$ cat src/pci_consts.svh
// Constants of the pin change interrupt block: offsets, fields, resets.
// Assumes inclusion by bare name from the package and the design modules.
`ifndef PCI_CONSTS_SVH
`define PCI_CONSTS_SVH

// Widths
`define PCI_PIN_N 8
`define PCI_DATA_W 8
`define PCI_ADDR_W 3

// Register offsets (word index on the plain port)
`define PCI_OFS_RISE 3'h0
`define PCI_OFS_FALL 3'h1
`define PCI_OFS_FLAGS 3'h2
`define PCI_OFS_CTRL 3'h3
`define PCI_OFS_STATUS 3'h4
`define PCI_OFS_MASK 3'h5

// Control register fields
`define PCI_CTRL_MASTER_BIT 4
`define PCI_CTRL_SUMMARY_BIT 0

// Reset values
`define PCI_RST_ENABLE 8'h00
`define PCI_RST_FLAGS 8'h00
`define PCI_RST_STATUS 8'h00
`define PCI_RST_MASK 8'hFF
`define PCI_RST_MASTER 1'h0
`define PCI_RD_IDLE 8'h00

// Edge detector warm-up: cycles after reset before samples are trusted
`define PCI_EDGE_WARM 2'h3

`endif

$ cat src/pci_pkg.sv
// Types shared by the pin change interrupt modules.
// Assumes the constants header sits beside it on the include path.
`include "pci_consts.svh"

package pci_pkg;

    // One request on the plain register port
    typedef struct packed {
        logic [`PCI_ADDR_W-1:0] addr;
        logic [`PCI_DATA_W-1:0] wdata;
        logic wr;
        logic rd;
    } pci_bus_req_t;

    // Edge pulses, one bit per pin and polarity
    typedef struct packed {
        logic [`PCI_PIN_N-1:0] rise;
        logic [`PCI_PIN_N-1:0] fall;
    } pci_edge_t;

    // Whole register state of the top module
    typedef struct packed {
        logic [`PCI_PIN_N-1:0] rise_edge_enable;
        logic [`PCI_PIN_N-1:0] fall_edge_enable;
        logic [`PCI_PIN_N-1:0] pin_change_flags;
        logic change_int_master_enable;
        logic [`PCI_PIN_N-1:0] evt_status;
        logic [`PCI_PIN_N-1:0] evt_mask;
        logic [`PCI_DATA_W-1:0] rd_data;
    } pci_state_t;

endpackage

$ cat src/pci_top.sv
// Pin change interrupt: eight watched pins, edge enables, flags, interrupt.
// Assumes a core on the same clock drives the register port and sleep level.
//
// Decided for this implementation: the register addresses and the address-and-strobe port.
`timescale 1ns/10ps
`include "pci_consts.svh"

module pci_top
    import pci_pkg::*;
(
    // Clock and reset
    input wire logic CLK_IN,
    input wire logic RSTN_IN,
    // Watched port pins, asynchronous
    input wire logic [`PCI_PIN_N-1:0] WATCHED_PIN_IN,
    // Register port from the core
    input wire logic [`PCI_ADDR_W-1:0] ADDR_IN,
    input wire logic [`PCI_DATA_W-1:0] WR_DATA_IN,
    input wire logic WR_IN,
    input wire logic RD_IN,
    output logic [`PCI_DATA_W-1:0] RD_DATA_OUT,
    // Core power state and requests
    input wire logic SLEEP_IN,
    output logic IRQ_OUT,
    output logic WAKE_OUT
);

    // Register state and its next value
    pci_state_t s_q;
    pci_state_t s_d;
    // Request bundle from the port
    pci_bus_req_t req;
    // Synchronised pins
    logic [`PCI_PIN_N-1:0] pin_sync;
    // Edge pulses
    pci_edge_t edges;
    // Flags to set this cycle
    logic [`PCI_PIN_N-1:0] set_mask;
    // Summary of all pin flags
    logic change_int_summary_flag;

    // True when a strobe targets the given offset
    function automatic logic hit(input logic strobe, input logic [`PCI_ADDR_W-1:0] addr,
                                 input logic [`PCI_ADDR_W-1:0] ofs);
        hit = strobe && (addr == ofs);
    endfunction

    assign req.addr = ADDR_IN;
    assign req.wdata = WR_DATA_IN;
    assign req.wr = WR_IN;
    assign req.rd = RD_IN;

    // Pins cross into the clock domain here
    pci_sync #(
        .WIDTH(`PCI_PIN_N)
    ) u_sync (
        .clk_in(CLK_IN),
        .rstn_in(RSTN_IN),
        .async_in(WATCHED_PIN_IN),
        .sync_out(pin_sync)
    );

    // One-cycle pulses per polarity
    pci_edge #(
        .WIDTH(`PCI_PIN_N)
    ) u_edge (
        .clk_in(CLK_IN),
        .rstn_in(RSTN_IN),
        .sample_in(pin_sync),
        .rise_out(edges.rise),
        .fall_out(edges.fall)
    );

    // Enabled edges; runs whatever the master enable holds
    always_comb begin
        set_mask = (edges.rise & s_q.rise_edge_enable)
                 | (edges.fall & s_q.fall_edge_enable);
    end

    // Any flag set
    assign change_int_summary_flag = |s_q.pin_change_flags;

    // Next state of every register
    always_comb begin
        s_d = s_q;
        // Enable registers
        if (hit(req.wr, req.addr, `PCI_OFS_RISE)) begin
            s_d.rise_edge_enable = req.wdata;
        end
        if (hit(req.wr, req.addr, `PCI_OFS_FALL)) begin
            s_d.fall_edge_enable = req.wdata;
        end
        // Flags: written value, then new edges on top so they win
        if (hit(req.wr, req.addr, `PCI_OFS_FLAGS)) begin
            s_d.pin_change_flags = req.wdata | set_mask;
        end else begin
            s_d.pin_change_flags = s_q.pin_change_flags | set_mask;
        end
        // Master enable lives in the control register
        if (hit(req.wr, req.addr, `PCI_OFS_CTRL)) begin
            s_d.change_int_master_enable = req.wdata[`PCI_CTRL_MASTER_BIT];
        end
        // Sticky event bits: write one to clear, set wins
        if (hit(req.wr, req.addr, `PCI_OFS_STATUS)) begin
            s_d.evt_status = (s_q.evt_status & ~req.wdata) | set_mask;
        end else begin
            s_d.evt_status = s_q.evt_status | set_mask;
        end
        // Event mask
        if (hit(req.wr, req.addr, `PCI_OFS_MASK)) begin
            s_d.evt_mask = req.wdata;
        end
        // Read data stand for one cycle only
        s_d.rd_data = `PCI_RD_IDLE;
        if (req.rd) begin
            unique case (req.addr)
                `PCI_OFS_RISE: s_d.rd_data = s_q.rise_edge_enable;
                `PCI_OFS_FALL: s_d.rd_data = s_q.fall_edge_enable;
                `PCI_OFS_FLAGS: s_d.rd_data = s_q.pin_change_flags;
                `PCI_OFS_CTRL: begin
                    s_d.rd_data[`PCI_CTRL_MASTER_BIT] = s_q.change_int_master_enable;
                    s_d.rd_data[`PCI_CTRL_SUMMARY_BIT] = change_int_summary_flag;
                end
                `PCI_OFS_STATUS: s_d.rd_data = s_q.evt_status;
                `PCI_OFS_MASK: s_d.rd_data = s_q.evt_mask;
                // Unmapped offsets read as zero
                default: s_d.rd_data = `PCI_RD_IDLE;
            endcase
        end
    end

    // Every reset kind clears flags and enables
    always_ff @(posedge CLK_IN) begin
        if (!RSTN_IN) begin
            s_q.rise_edge_enable <= `PCI_RST_ENABLE;
            s_q.fall_edge_enable <= `PCI_RST_ENABLE;
            s_q.pin_change_flags <= `PCI_RST_FLAGS;
            s_q.change_int_master_enable <= `PCI_RST_MASTER;
            s_q.evt_status <= `PCI_RST_STATUS;
            s_q.evt_mask <= `PCI_RST_MASK;
            s_q.rd_data <= `PCI_RD_IDLE;
        end else begin
            s_q <= s_d;
        end
    end

    // Request only through the master enable
    assign IRQ_OUT = s_q.change_int_master_enable
                   && |(s_q.evt_status & s_q.evt_mask);
    // Wake comes from the stored flag, so the flag is visible first
    assign WAKE_OUT = SLEEP_IN && s_q.change_int_master_enable
                    && change_int_summary_flag;
    assign RD_DATA_OUT = s_q.rd_data;

    // Enabled edge leaves its flag set next cycle
    chk_flag_on_edge: assert property (
        @(posedge CLK_IN) disable iff (!RSTN_IN)
        (|set_mask) |=> ((s_q.pin_change_flags & $past(set_mask)) == $past(set_mask)))
        else $error("enabled edge did not set its flag");

    // Edge wins over a clearing write
    chk_edge_wins_clear: assert property (
        @(posedge CLK_IN) disable iff (!RSTN_IN)
        (hit(req.wr, req.addr, `PCI_OFS_FLAGS) && (|set_mask))
        |=> (s_q.pin_change_flags == ($past(req.wdata) | $past(set_mask))))
        else $error("flag clear lost a coincident edge");

    // Quiet write of zero clears the flags
    chk_flag_clear: assert property (
        @(posedge CLK_IN) disable iff (!RSTN_IN)
        (hit(req.wr, req.addr, `PCI_OFS_FLAGS) && (set_mask == '0))
        |=> (s_q.pin_change_flags == $past(req.wdata)))
        else $error("flag write not honoured");

    // Reset clears enables and flags
    chk_reset_clears: assert property (
        @(posedge CLK_IN)
        (!RSTN_IN) |=> (s_q.pin_change_flags == '0 && s_q.rise_edge_enable == '0
                        && s_q.fall_edge_enable == '0 && !IRQ_OUT))
        else $error("reset left state set");

    // No request while the master enable is clear
    chk_master_gate: assert property (
        @(posedge CLK_IN) disable iff (!RSTN_IN)
        (!s_q.change_int_master_enable) |-> (!IRQ_OUT && !WAKE_OUT))
        else $error("request raised with master enable clear");

    // Enabled edge in sleep with the master on raises wake next cycle
    chk_wake_flag: assert property (
        @(posedge CLK_IN) disable iff (!RSTN_IN)
        (SLEEP_IN && s_q.change_int_master_enable && (|set_mask)) |=> WAKE_OUT
            || !SLEEP_IN || !s_q.change_int_master_enable)
        else $error("edge in sleep did not wake the core");

    // Summary bit read back matches the flags
    chk_summary_read: assert property (
        @(posedge CLK_IN) disable iff (!RSTN_IN)
        (hit(req.rd, req.addr, `PCI_OFS_CTRL))
        |=> (RD_DATA_OUT[`PCI_CTRL_SUMMARY_BIT] == $past(|s_q.pin_change_flags)))
        else $error("summary flag read wrong");

    // Enable writes land
    chk_enable_write: assert property (
        @(posedge CLK_IN) disable iff (!RSTN_IN)
        (hit(req.wr, req.addr, `PCI_OFS_RISE)) |=> (s_q.rise_edge_enable == $past(req.wdata)))
        else $error("rising enable write lost");

    chk_fall_write: assert property (
        @(posedge CLK_IN) disable iff (!RSTN_IN)
        (hit(req.wr, req.addr, `PCI_OFS_FALL)) |=> (s_q.fall_edge_enable == $past(req.wdata)))
        else $error("falling enable write lost");

    // Both enables: either polarity sets the flag
    chk_both_polarity: assert property (
        @(posedge CLK_IN) disable iff (!RSTN_IN)
        ((edges.fall[0] || edges.rise[0]) && s_q.rise_edge_enable[0]
            && s_q.fall_edge_enable[0]) |=> s_q.pin_change_flags[0])
        else $error("dual enable missed an edge");

    // Unmasked edge with the master on raises the request next cycle
    chk_irq_raise: assert property (
        @(posedge CLK_IN) disable iff (!RSTN_IN)
        (s_q.change_int_master_enable && (|(set_mask & s_q.evt_mask))
            && !hit(req.wr, req.addr, `PCI_OFS_CTRL) && !hit(req.wr, req.addr, `PCI_OFS_MASK))
        |=> IRQ_OUT)
        else $error("unmasked edge raised no request");

    // Every enabled edge also lands in the sticky event bits
    chk_status_set: assert property (
        @(posedge CLK_IN) disable iff (!RSTN_IN)
        (|set_mask) |=> ((s_q.evt_status & $past(set_mask)) == $past(set_mask)))
        else $error("enabled edge did not set its event bit");

    // Flags only drop through a write to the flag register
    chk_flags_hold: assert property (
        @(posedge CLK_IN) disable iff (!RSTN_IN)
        (!hit(req.wr, req.addr, `PCI_OFS_FLAGS))
        |=> ((s_q.pin_change_flags & $past(s_q.pin_change_flags)) == $past(s_q.pin_change_flags)))
        else $error("flag dropped without a write");

    // Without a write, a new flag bit needs an enabled edge behind it
    chk_no_spurious_flag: assert property (
        @(posedge CLK_IN) disable iff (!RSTN_IN)
        (!hit(req.wr, req.addr, `PCI_OFS_FLAGS))
        |=> ((s_q.pin_change_flags & ~$past(s_q.pin_change_flags))
            == ($past(set_mask) & ~$past(s_q.pin_change_flags))))
        else $error("flag set with no enabled edge");

    // Raw rising pulse on an armed pin sets its flag, apart from the merge
    chk_rise_sets: assert property (
        @(posedge CLK_IN) disable iff (!RSTN_IN)
        (|(edges.rise & s_q.rise_edge_enable))
        |=> ((s_q.pin_change_flags & $past(edges.rise & s_q.rise_edge_enable))
            == $past(edges.rise & s_q.rise_edge_enable)))
        else $error("armed rising edge left no flag");

    // Raw falling pulse on an armed pin sets its flag, apart from the merge
    chk_fall_sets: assert property (
        @(posedge CLK_IN) disable iff (!RSTN_IN)
        (|(edges.fall & s_q.fall_edge_enable))
        |=> ((s_q.pin_change_flags & $past(edges.fall & s_q.fall_edge_enable))
            == $past(edges.fall & s_q.fall_edge_enable)))
        else $error("armed falling edge left no flag");

    // A pulse never lasts two cycles: the sample has to settle first
    chk_pulse_single: assert property (
        @(posedge CLK_IN) disable iff (!RSTN_IN)
        (|(edges.rise | edges.fall))
        |=> (((edges.rise & $past(edges.rise)) | (edges.fall & $past(edges.fall))) == '0))
        else $error("edge pulse longer than one cycle");

    // One pin cannot rise and fall in the same cycle
    chk_pulse_exclusive: assert property (
        @(posedge CLK_IN) disable iff (!RSTN_IN)
        ((edges.rise & edges.fall) == '0))
        else $error("rising and falling pulse on one pin");

    // Flag read returns the register as it stood at the strobe
    chk_flags_read: assert property (
        @(posedge CLK_IN) disable iff (!RSTN_IN)
        (hit(req.rd, req.addr, `PCI_OFS_FLAGS))
        |=> (RD_DATA_OUT == $past(s_q.pin_change_flags)))
        else $error("flag read returned wrong value");

    // Master enable write lands in one cycle
    chk_ctrl_write: assert property (
        @(posedge CLK_IN) disable iff (!RSTN_IN)
        (hit(req.wr, req.addr, `PCI_OFS_CTRL))
        |=> (s_q.change_int_master_enable == $past(req.wdata[`PCI_CTRL_MASTER_BIT])))
        else $error("master enable write lost");

    // Clearing the master drops both requests at once, flags or not
    chk_master_off: assert property (
        @(posedge CLK_IN) disable iff (!RSTN_IN)
        (hit(req.wr, req.addr, `PCI_OFS_CTRL) && !req.wdata[`PCI_CTRL_MASTER_BIT])
        |=> (!IRQ_OUT && !WAKE_OUT))
        else $error("request outlived the master enable");

    // Enables hold when neither is written
    chk_enable_hold: assert property (
        @(posedge CLK_IN) disable iff (!RSTN_IN)
        (!hit(req.wr, req.addr, `PCI_OFS_RISE) && !hit(req.wr, req.addr, `PCI_OFS_FALL))
        |=> ($stable(s_q.rise_edge_enable) && $stable(s_q.fall_edge_enable)))
        else $error("enable changed without a write");

    // Summary follows the flags right after a flag write
    chk_summary_live: assert property (
        @(posedge CLK_IN) disable iff (!RSTN_IN)
        (hit(req.wr, req.addr, `PCI_OFS_FLAGS))
        |=> (change_int_summary_flag == (|($past(req.wdata) | $past(set_mask)))))
        else $error("summary flag out of step with the flags");

    // Master clear still lets enabled edges flag
    chk_flag_without_master: assert property (
        @(posedge CLK_IN) disable iff (!RSTN_IN)
        (!s_q.change_int_master_enable && (|set_mask)) |=> (|s_q.pin_change_flags))
        else $error("edge not flagged with master clear");

endmodule

$ cat src/pci_sync.sv
// Two-stage synchroniser for the watched pins.
// Assumes asynchronous pin levels and a synchronous active-low reset.
`timescale 1ns/10ps
`include "pci_consts.svh"

module pci_sync
    import pci_pkg::*;
#(
    parameter int WIDTH = `PCI_PIN_N
) (
    // Clock and reset
    input wire logic clk_in,
    input wire logic rstn_in,
    // Pins and synchronised copy
    input wire logic [WIDTH-1:0] async_in,
    output logic [WIDTH-1:0] sync_out
);

    // Both stages kept as one packed state
    typedef struct packed {
        logic [WIDTH-1:0] meta;
        logic [WIDTH-1:0] stable;
    } pci_sync_state_t;

    pci_sync_state_t s_q;
    pci_sync_state_t s_d;

    // First stage feeds only the second one
    always_comb begin
        s_d.meta = async_in;
        s_d.stable = s_q.meta;
    end

    // Register both stages
    always_ff @(posedge clk_in) begin
        if (!rstn_in) begin
            s_q <= '0;
        end else begin
            s_q <= s_d;
        end
    end

    assign sync_out = s_q.stable;

endmodule

$ cat src/pci_edge.sv
// Edge detector over synchronised pin samples.
// Assumes its input already passed the two-stage synchroniser.
`timescale 1ns/10ps
`include "pci_consts.svh"

module pci_edge
    import pci_pkg::*;
#(
    parameter int WIDTH = `PCI_PIN_N
) (
    // Clock and reset
    input wire logic clk_in,
    input wire logic rstn_in,
    // Synchronised sample and edge pulses
    input wire logic [WIDTH-1:0] sample_in,
    output logic [WIDTH-1:0] rise_out,
    output logic [WIDTH-1:0] fall_out
);

    // Previous sample plus a warm-up count
    typedef struct packed {
        logic [WIDTH-1:0] prev;
        logic [1:0] warm;
    } pci_edge_state_t;

    pci_edge_state_t s_q;
    pci_edge_state_t s_d;
    // High once both compared samples come from the real pins
    logic armed;

    // Keep the last sample; count up until the synchroniser is flushed
    always_comb begin
        s_d.prev = sample_in;
        s_d.warm = (s_q.warm == `PCI_EDGE_WARM) ? `PCI_EDGE_WARM : (s_q.warm + 2'h1);
    end

    always_ff @(posedge clk_in) begin
        if (!rstn_in) begin
            s_q <= '0;
        end else begin
            s_q <= s_d;
        end
    end

    // Synchroniser leaves reset at zero, so a pin held high would look like a rise
    assign armed = (s_q.warm == `PCI_EDGE_WARM);
    assign rise_out = armed ? (sample_in & ~s_q.prev) : '0;
    assign fall_out = armed ? (~sample_in & s_q.prev) : '0;

endmodule

$ cat config.mk
export PLATFORM = sky130hd
export DESIGN_NAME = pci_top
export DESIGN_NICKNAME = d
export VERILOG_FILES = /design/src/pci_pkg.sv /design/src/pci_top.sv /design/src/pci_sync.sv /design/src/pci_edge.sv
export VERILOG_INCLUDE_DIRS = /design/src /design/src/src
export SDC_FILE = /design/constraint.sdc
export NUM_CORES = 1
export LEC_CHECK = 0
export ABC_AREA = 1
export BUFFER_PORTS_ARGS = -buffer_cell sky130_fd_sc_hd__buf_4
export CAP_MARGIN = 10
export CORE_MARGIN = 4
export CORE_UTILIZATION = 30
export CTS_CLUSTER_DIAMETER = 150
export DETAILED_ROUTE_END_ITERATION = 10
export MAX_ROUTING_LAYER = met4
export PLACE_DENSITY = 0.46
export SLEW_MARGIN = 20
export SYNTH_ARGS = -nofsm -noshare
export SYNTH_HDL_FRONTEND = slang
export SYNTH_SLANG_ARGS = --single-unit
$ cat constraint.sdc
create_clock -name CLK_IN -period 1.4 [get_ports CLK_IN]
set_input_delay 0.07 -clock CLK_IN [delete_from_list [all_inputs] [get_ports CLK_IN]]
set_output_delay 0.07 -clock CLK_IN [all_outputs]
set_load 0.005 [all_outputs]
==> qor.yml <==
global_route:
  gr-usage-met3_pct: 4.11
  grt_pass1_wl_mm: 12.9
  met1_usage_pct: 20.2
  grt_max_degree: 37
  antenna_found_initial: 0
  use_met2_pct: 20.5
  grt_remaining_overflow: 0
  grtUsageTotal_pct: 14.7
  grt-busiest-layer: "met2"
  first_global_vias: 2445
timing:
  fin_skew_ns: 0.00304
  fmax_mhz: 757
  worstMarginPinSlew_ns: 0.479
  slew_headroom_pct: 68.0
  layout_min_cycle_time_ns: 1.32
  whs_ns: 0.0347
  setup-violations-final: 0
  hold_violations: 0
  finalCritPeriodShare_pct: 94.4
  slew_viol_final: 0
power:
  p_per_area_mw_per_mm2: 1130
  p_comb_share_pct: 8.5
  seqPwrFrac_pct: 51.3
  p_sw_w: 0.00104
  p_leak_nw: 1.83
  clkPwrFrac_pct: 40.2
  intPower_w: 0.00332
  ir_worst_vdd_mv: 0.598
  swShare_pct: 23.8
worst_hold_path:
  hold_path.startpoint: "WR_IN"
  holdPathEnd: "s_q[41]$_SDFFE_PN0P_"
  hold_path_depth: 3
  hold_class: "input port to flop"
cts:
  clock_sinks: 75
  cts_tree: "done"
  clk_latency_ns: 0.35
  clk_pin_slew_ns: 0.08
  cts_root_buf: "clkbuf_8"
  cts_buffer_depth: 2
  cts_post_setup_buffers_inserted: 0
  cts_buffers: 9
  htree_levels: 3
synth:
  syn-num-nets: 461
  synth-seq-cells: 75
  synth_cell_types: 23
  netlist_area_mm2: 0.00311
  synth-seq-area-share_pct: 48.3
  syn_avg_cell_area_um2: 7.11
  yosys_warnings: 0
  syn_inst: 437
critical_path:
  cp_num_buf_inv: 1
  crit_required_ns: 1.33
  crit_path_start: "s_q[26]$_SDFF_PN0_"
  crit_arrival_ns: 1.25
  reg2regPathDepth: 6
  reg2reg_slack_ns: 0.29
  critPathKind: "flop to output port"
  path_cells: "nor2_1 > nand2_1 > o211a_1 > buf_4"
  r2r-end: "s_q[27]$_SDFF_PN0_"
  regToRegStartpoint: "u_edge.s_q[0]$_SDFF_PN0_"
  critPathMaxFanout: 3
  max_stage_delay_ns: 0.33
  cpMaxStageDelayCell: "dfxtp_1"
  endpoint_kind: "output port"
  critical-path-top-delay-family: "flip-flops"
  critPathLaunchType: "flop"
place:
  gp_congestion: 0.846
  numPortBuffers: 33
  dp_cells: 591
  dpl_cell_area_mm2: 0.00347
  dp_hpwl_mm: 5.87
cells_and_area:
  n_antenna_cell: 0
  drive_gt1_share_pct: 16.5
  final_nets: 510
  area_growth_pct: 24.5
  n_fill_cell: 1038
  fin_area_mm2: 0.00387
  stdcell_count: 624
  utilization_pct: 38.9
route:
  route.vias.total: 2752
  drc: 0
  antenna_left: 0
  wl_per_cell_um: 12.9
  via_per_inst: 4.41
  drtIter0Drc: 155
  dr.pass1.iters: 5
  wl_mm: 8.07
floorplan:
  io_pins: 34
  die_y_um: 110
  die-area_mm2: 0.0121
  core_region_area_mm2: 0.00995
  num_rows: 36
  start_util_pct: 31.2
  die_w_um: 110
job:
  cap_violations: 0
status:
  status: "finished, final reports clean"
## worst reg2reg max path, cell delays in order, from the launching register on
cell and delay [ns]:
dfxtp_1 0.35, nand2_1 0.22, nor2_1 0.17, nand2_1 0.12
nand3_1 0.11, nand2_1 0.05, inv_1 0.04
## cell usage after synthesis (all sizes together)
master    n  area [um^2]
nand2   125          472
dfxtp    75         1500
inv      62          233
a21oi    41          205
nand3    37          190
nor2     37          154
o21ai    30          150
buf      13         93.8
clkbuf    8         30.0
nor3      3         37.5
o22ai     3         18.8
a21boi    1         7.51
nand4     1         6.26
o211a     1         10.0
## state kept, by name, indices dropped and copies added (netlist names)
| register | cells |
|---|---|
| s_q | 41 |
| u_sync.sync_out | 8 |
| u_sync.s_d | 8 |
| u_edge.s_q | 10 |
| RD_DATA_OUT | 8 |
## power by group through the flow
| stage | clock, W | sequential, W | combinational [W] |
|---|---|---|---|
| 2_1_floorplan | 0 | 0.00227 | 0.000193 |
| 3_3_place_gp | 0 | 0.00228 | 0.000330 |
| 3_5_place_dp | 0 | 0.00229 | 0.000334 |
| 4_1_cts | 0.00183 | 0.00223 | 0.000372 |
| 5_1_grt | 0.00190 | 0.00224 | 0.000420 |
| 6_report | 0.00175 | 0.00224 | 0.000372 |
## worst max-delay path by stage
stage / to / cells past startpoint
6_report: WAKE_OUT / 4
5_1_grt: WAKE_OUT / 4
4_1_cts: WAKE_OUT / 4
3_5_place_dp: s_q[31]$_SDFF_PN0_ / 9
3_3_place_gp: s_q[31]$_SDFF_PN0_ / 9
2_1_floorplan: s_q[16]$_SDFF_PN0_ / 7
## routing by layer
metal  wire length, um  vias up
met5                 0        -
met4               127        0
met3               544       15
met2              3370       91
met1              4020     1189
li1                  -     1457
## cells by family after synthesis
kind of cell,share of synthesized area [%]
AND/OR/NAND/NOR,27.6
AO/OA/AOI/OAI,12.6
flip-flops,48.3
buffers and inverters,11.5
## cells in the final DEF (no fill, tap or decap), drive strengths merged
cell         instances
a21boi               1
a21oi               41
buf                 42
bufinv               1
clkbuf              12
clkinv               2
clkinvlp             1
dfxtp               75
dlygate4sd3         17
inv                 62
nand2              125
nand3               37
nand4                1
nor2                37
nor3                 3
o211a                1
o21ai               30
o22ai                3
## timing repair
item,in CTS,in global routing
hold buffers,17,0
hold endpoints to repair,21,0
endpoints found under the setup margin,1,2
pin swaps,0,5
resized for setup,2,14
## layout make-up
cell class	instances	area (um^2)	area share, %
Clock buffer	12	165	4.26
Clock inverter	4	47.5	1.23
Inverter	62	233	6.01
Multi-Input combinational cell	279	1270	32.7
Sequential cell	75	1510	39.0
Tap cell	133	166	4.30
Timing Repair Buffer	59	485	12.5
## metrics by stage
step | total power (W) | setup TNS (ns) | setup slack (ns)
after floorplan | 0.00247 | 0 | 0.330
after global placement | 0.00261 | 0 | 0.195
after detailed placement | 0.00262 | 0 | 0.161
after CTS | 0.00444 | 0 | 0.0369
after global routing | 0.00456 | -0.00633 | -0.00633
final | 0.00436 | 0 | 0.0787
(Power assumes the default switching activity.)
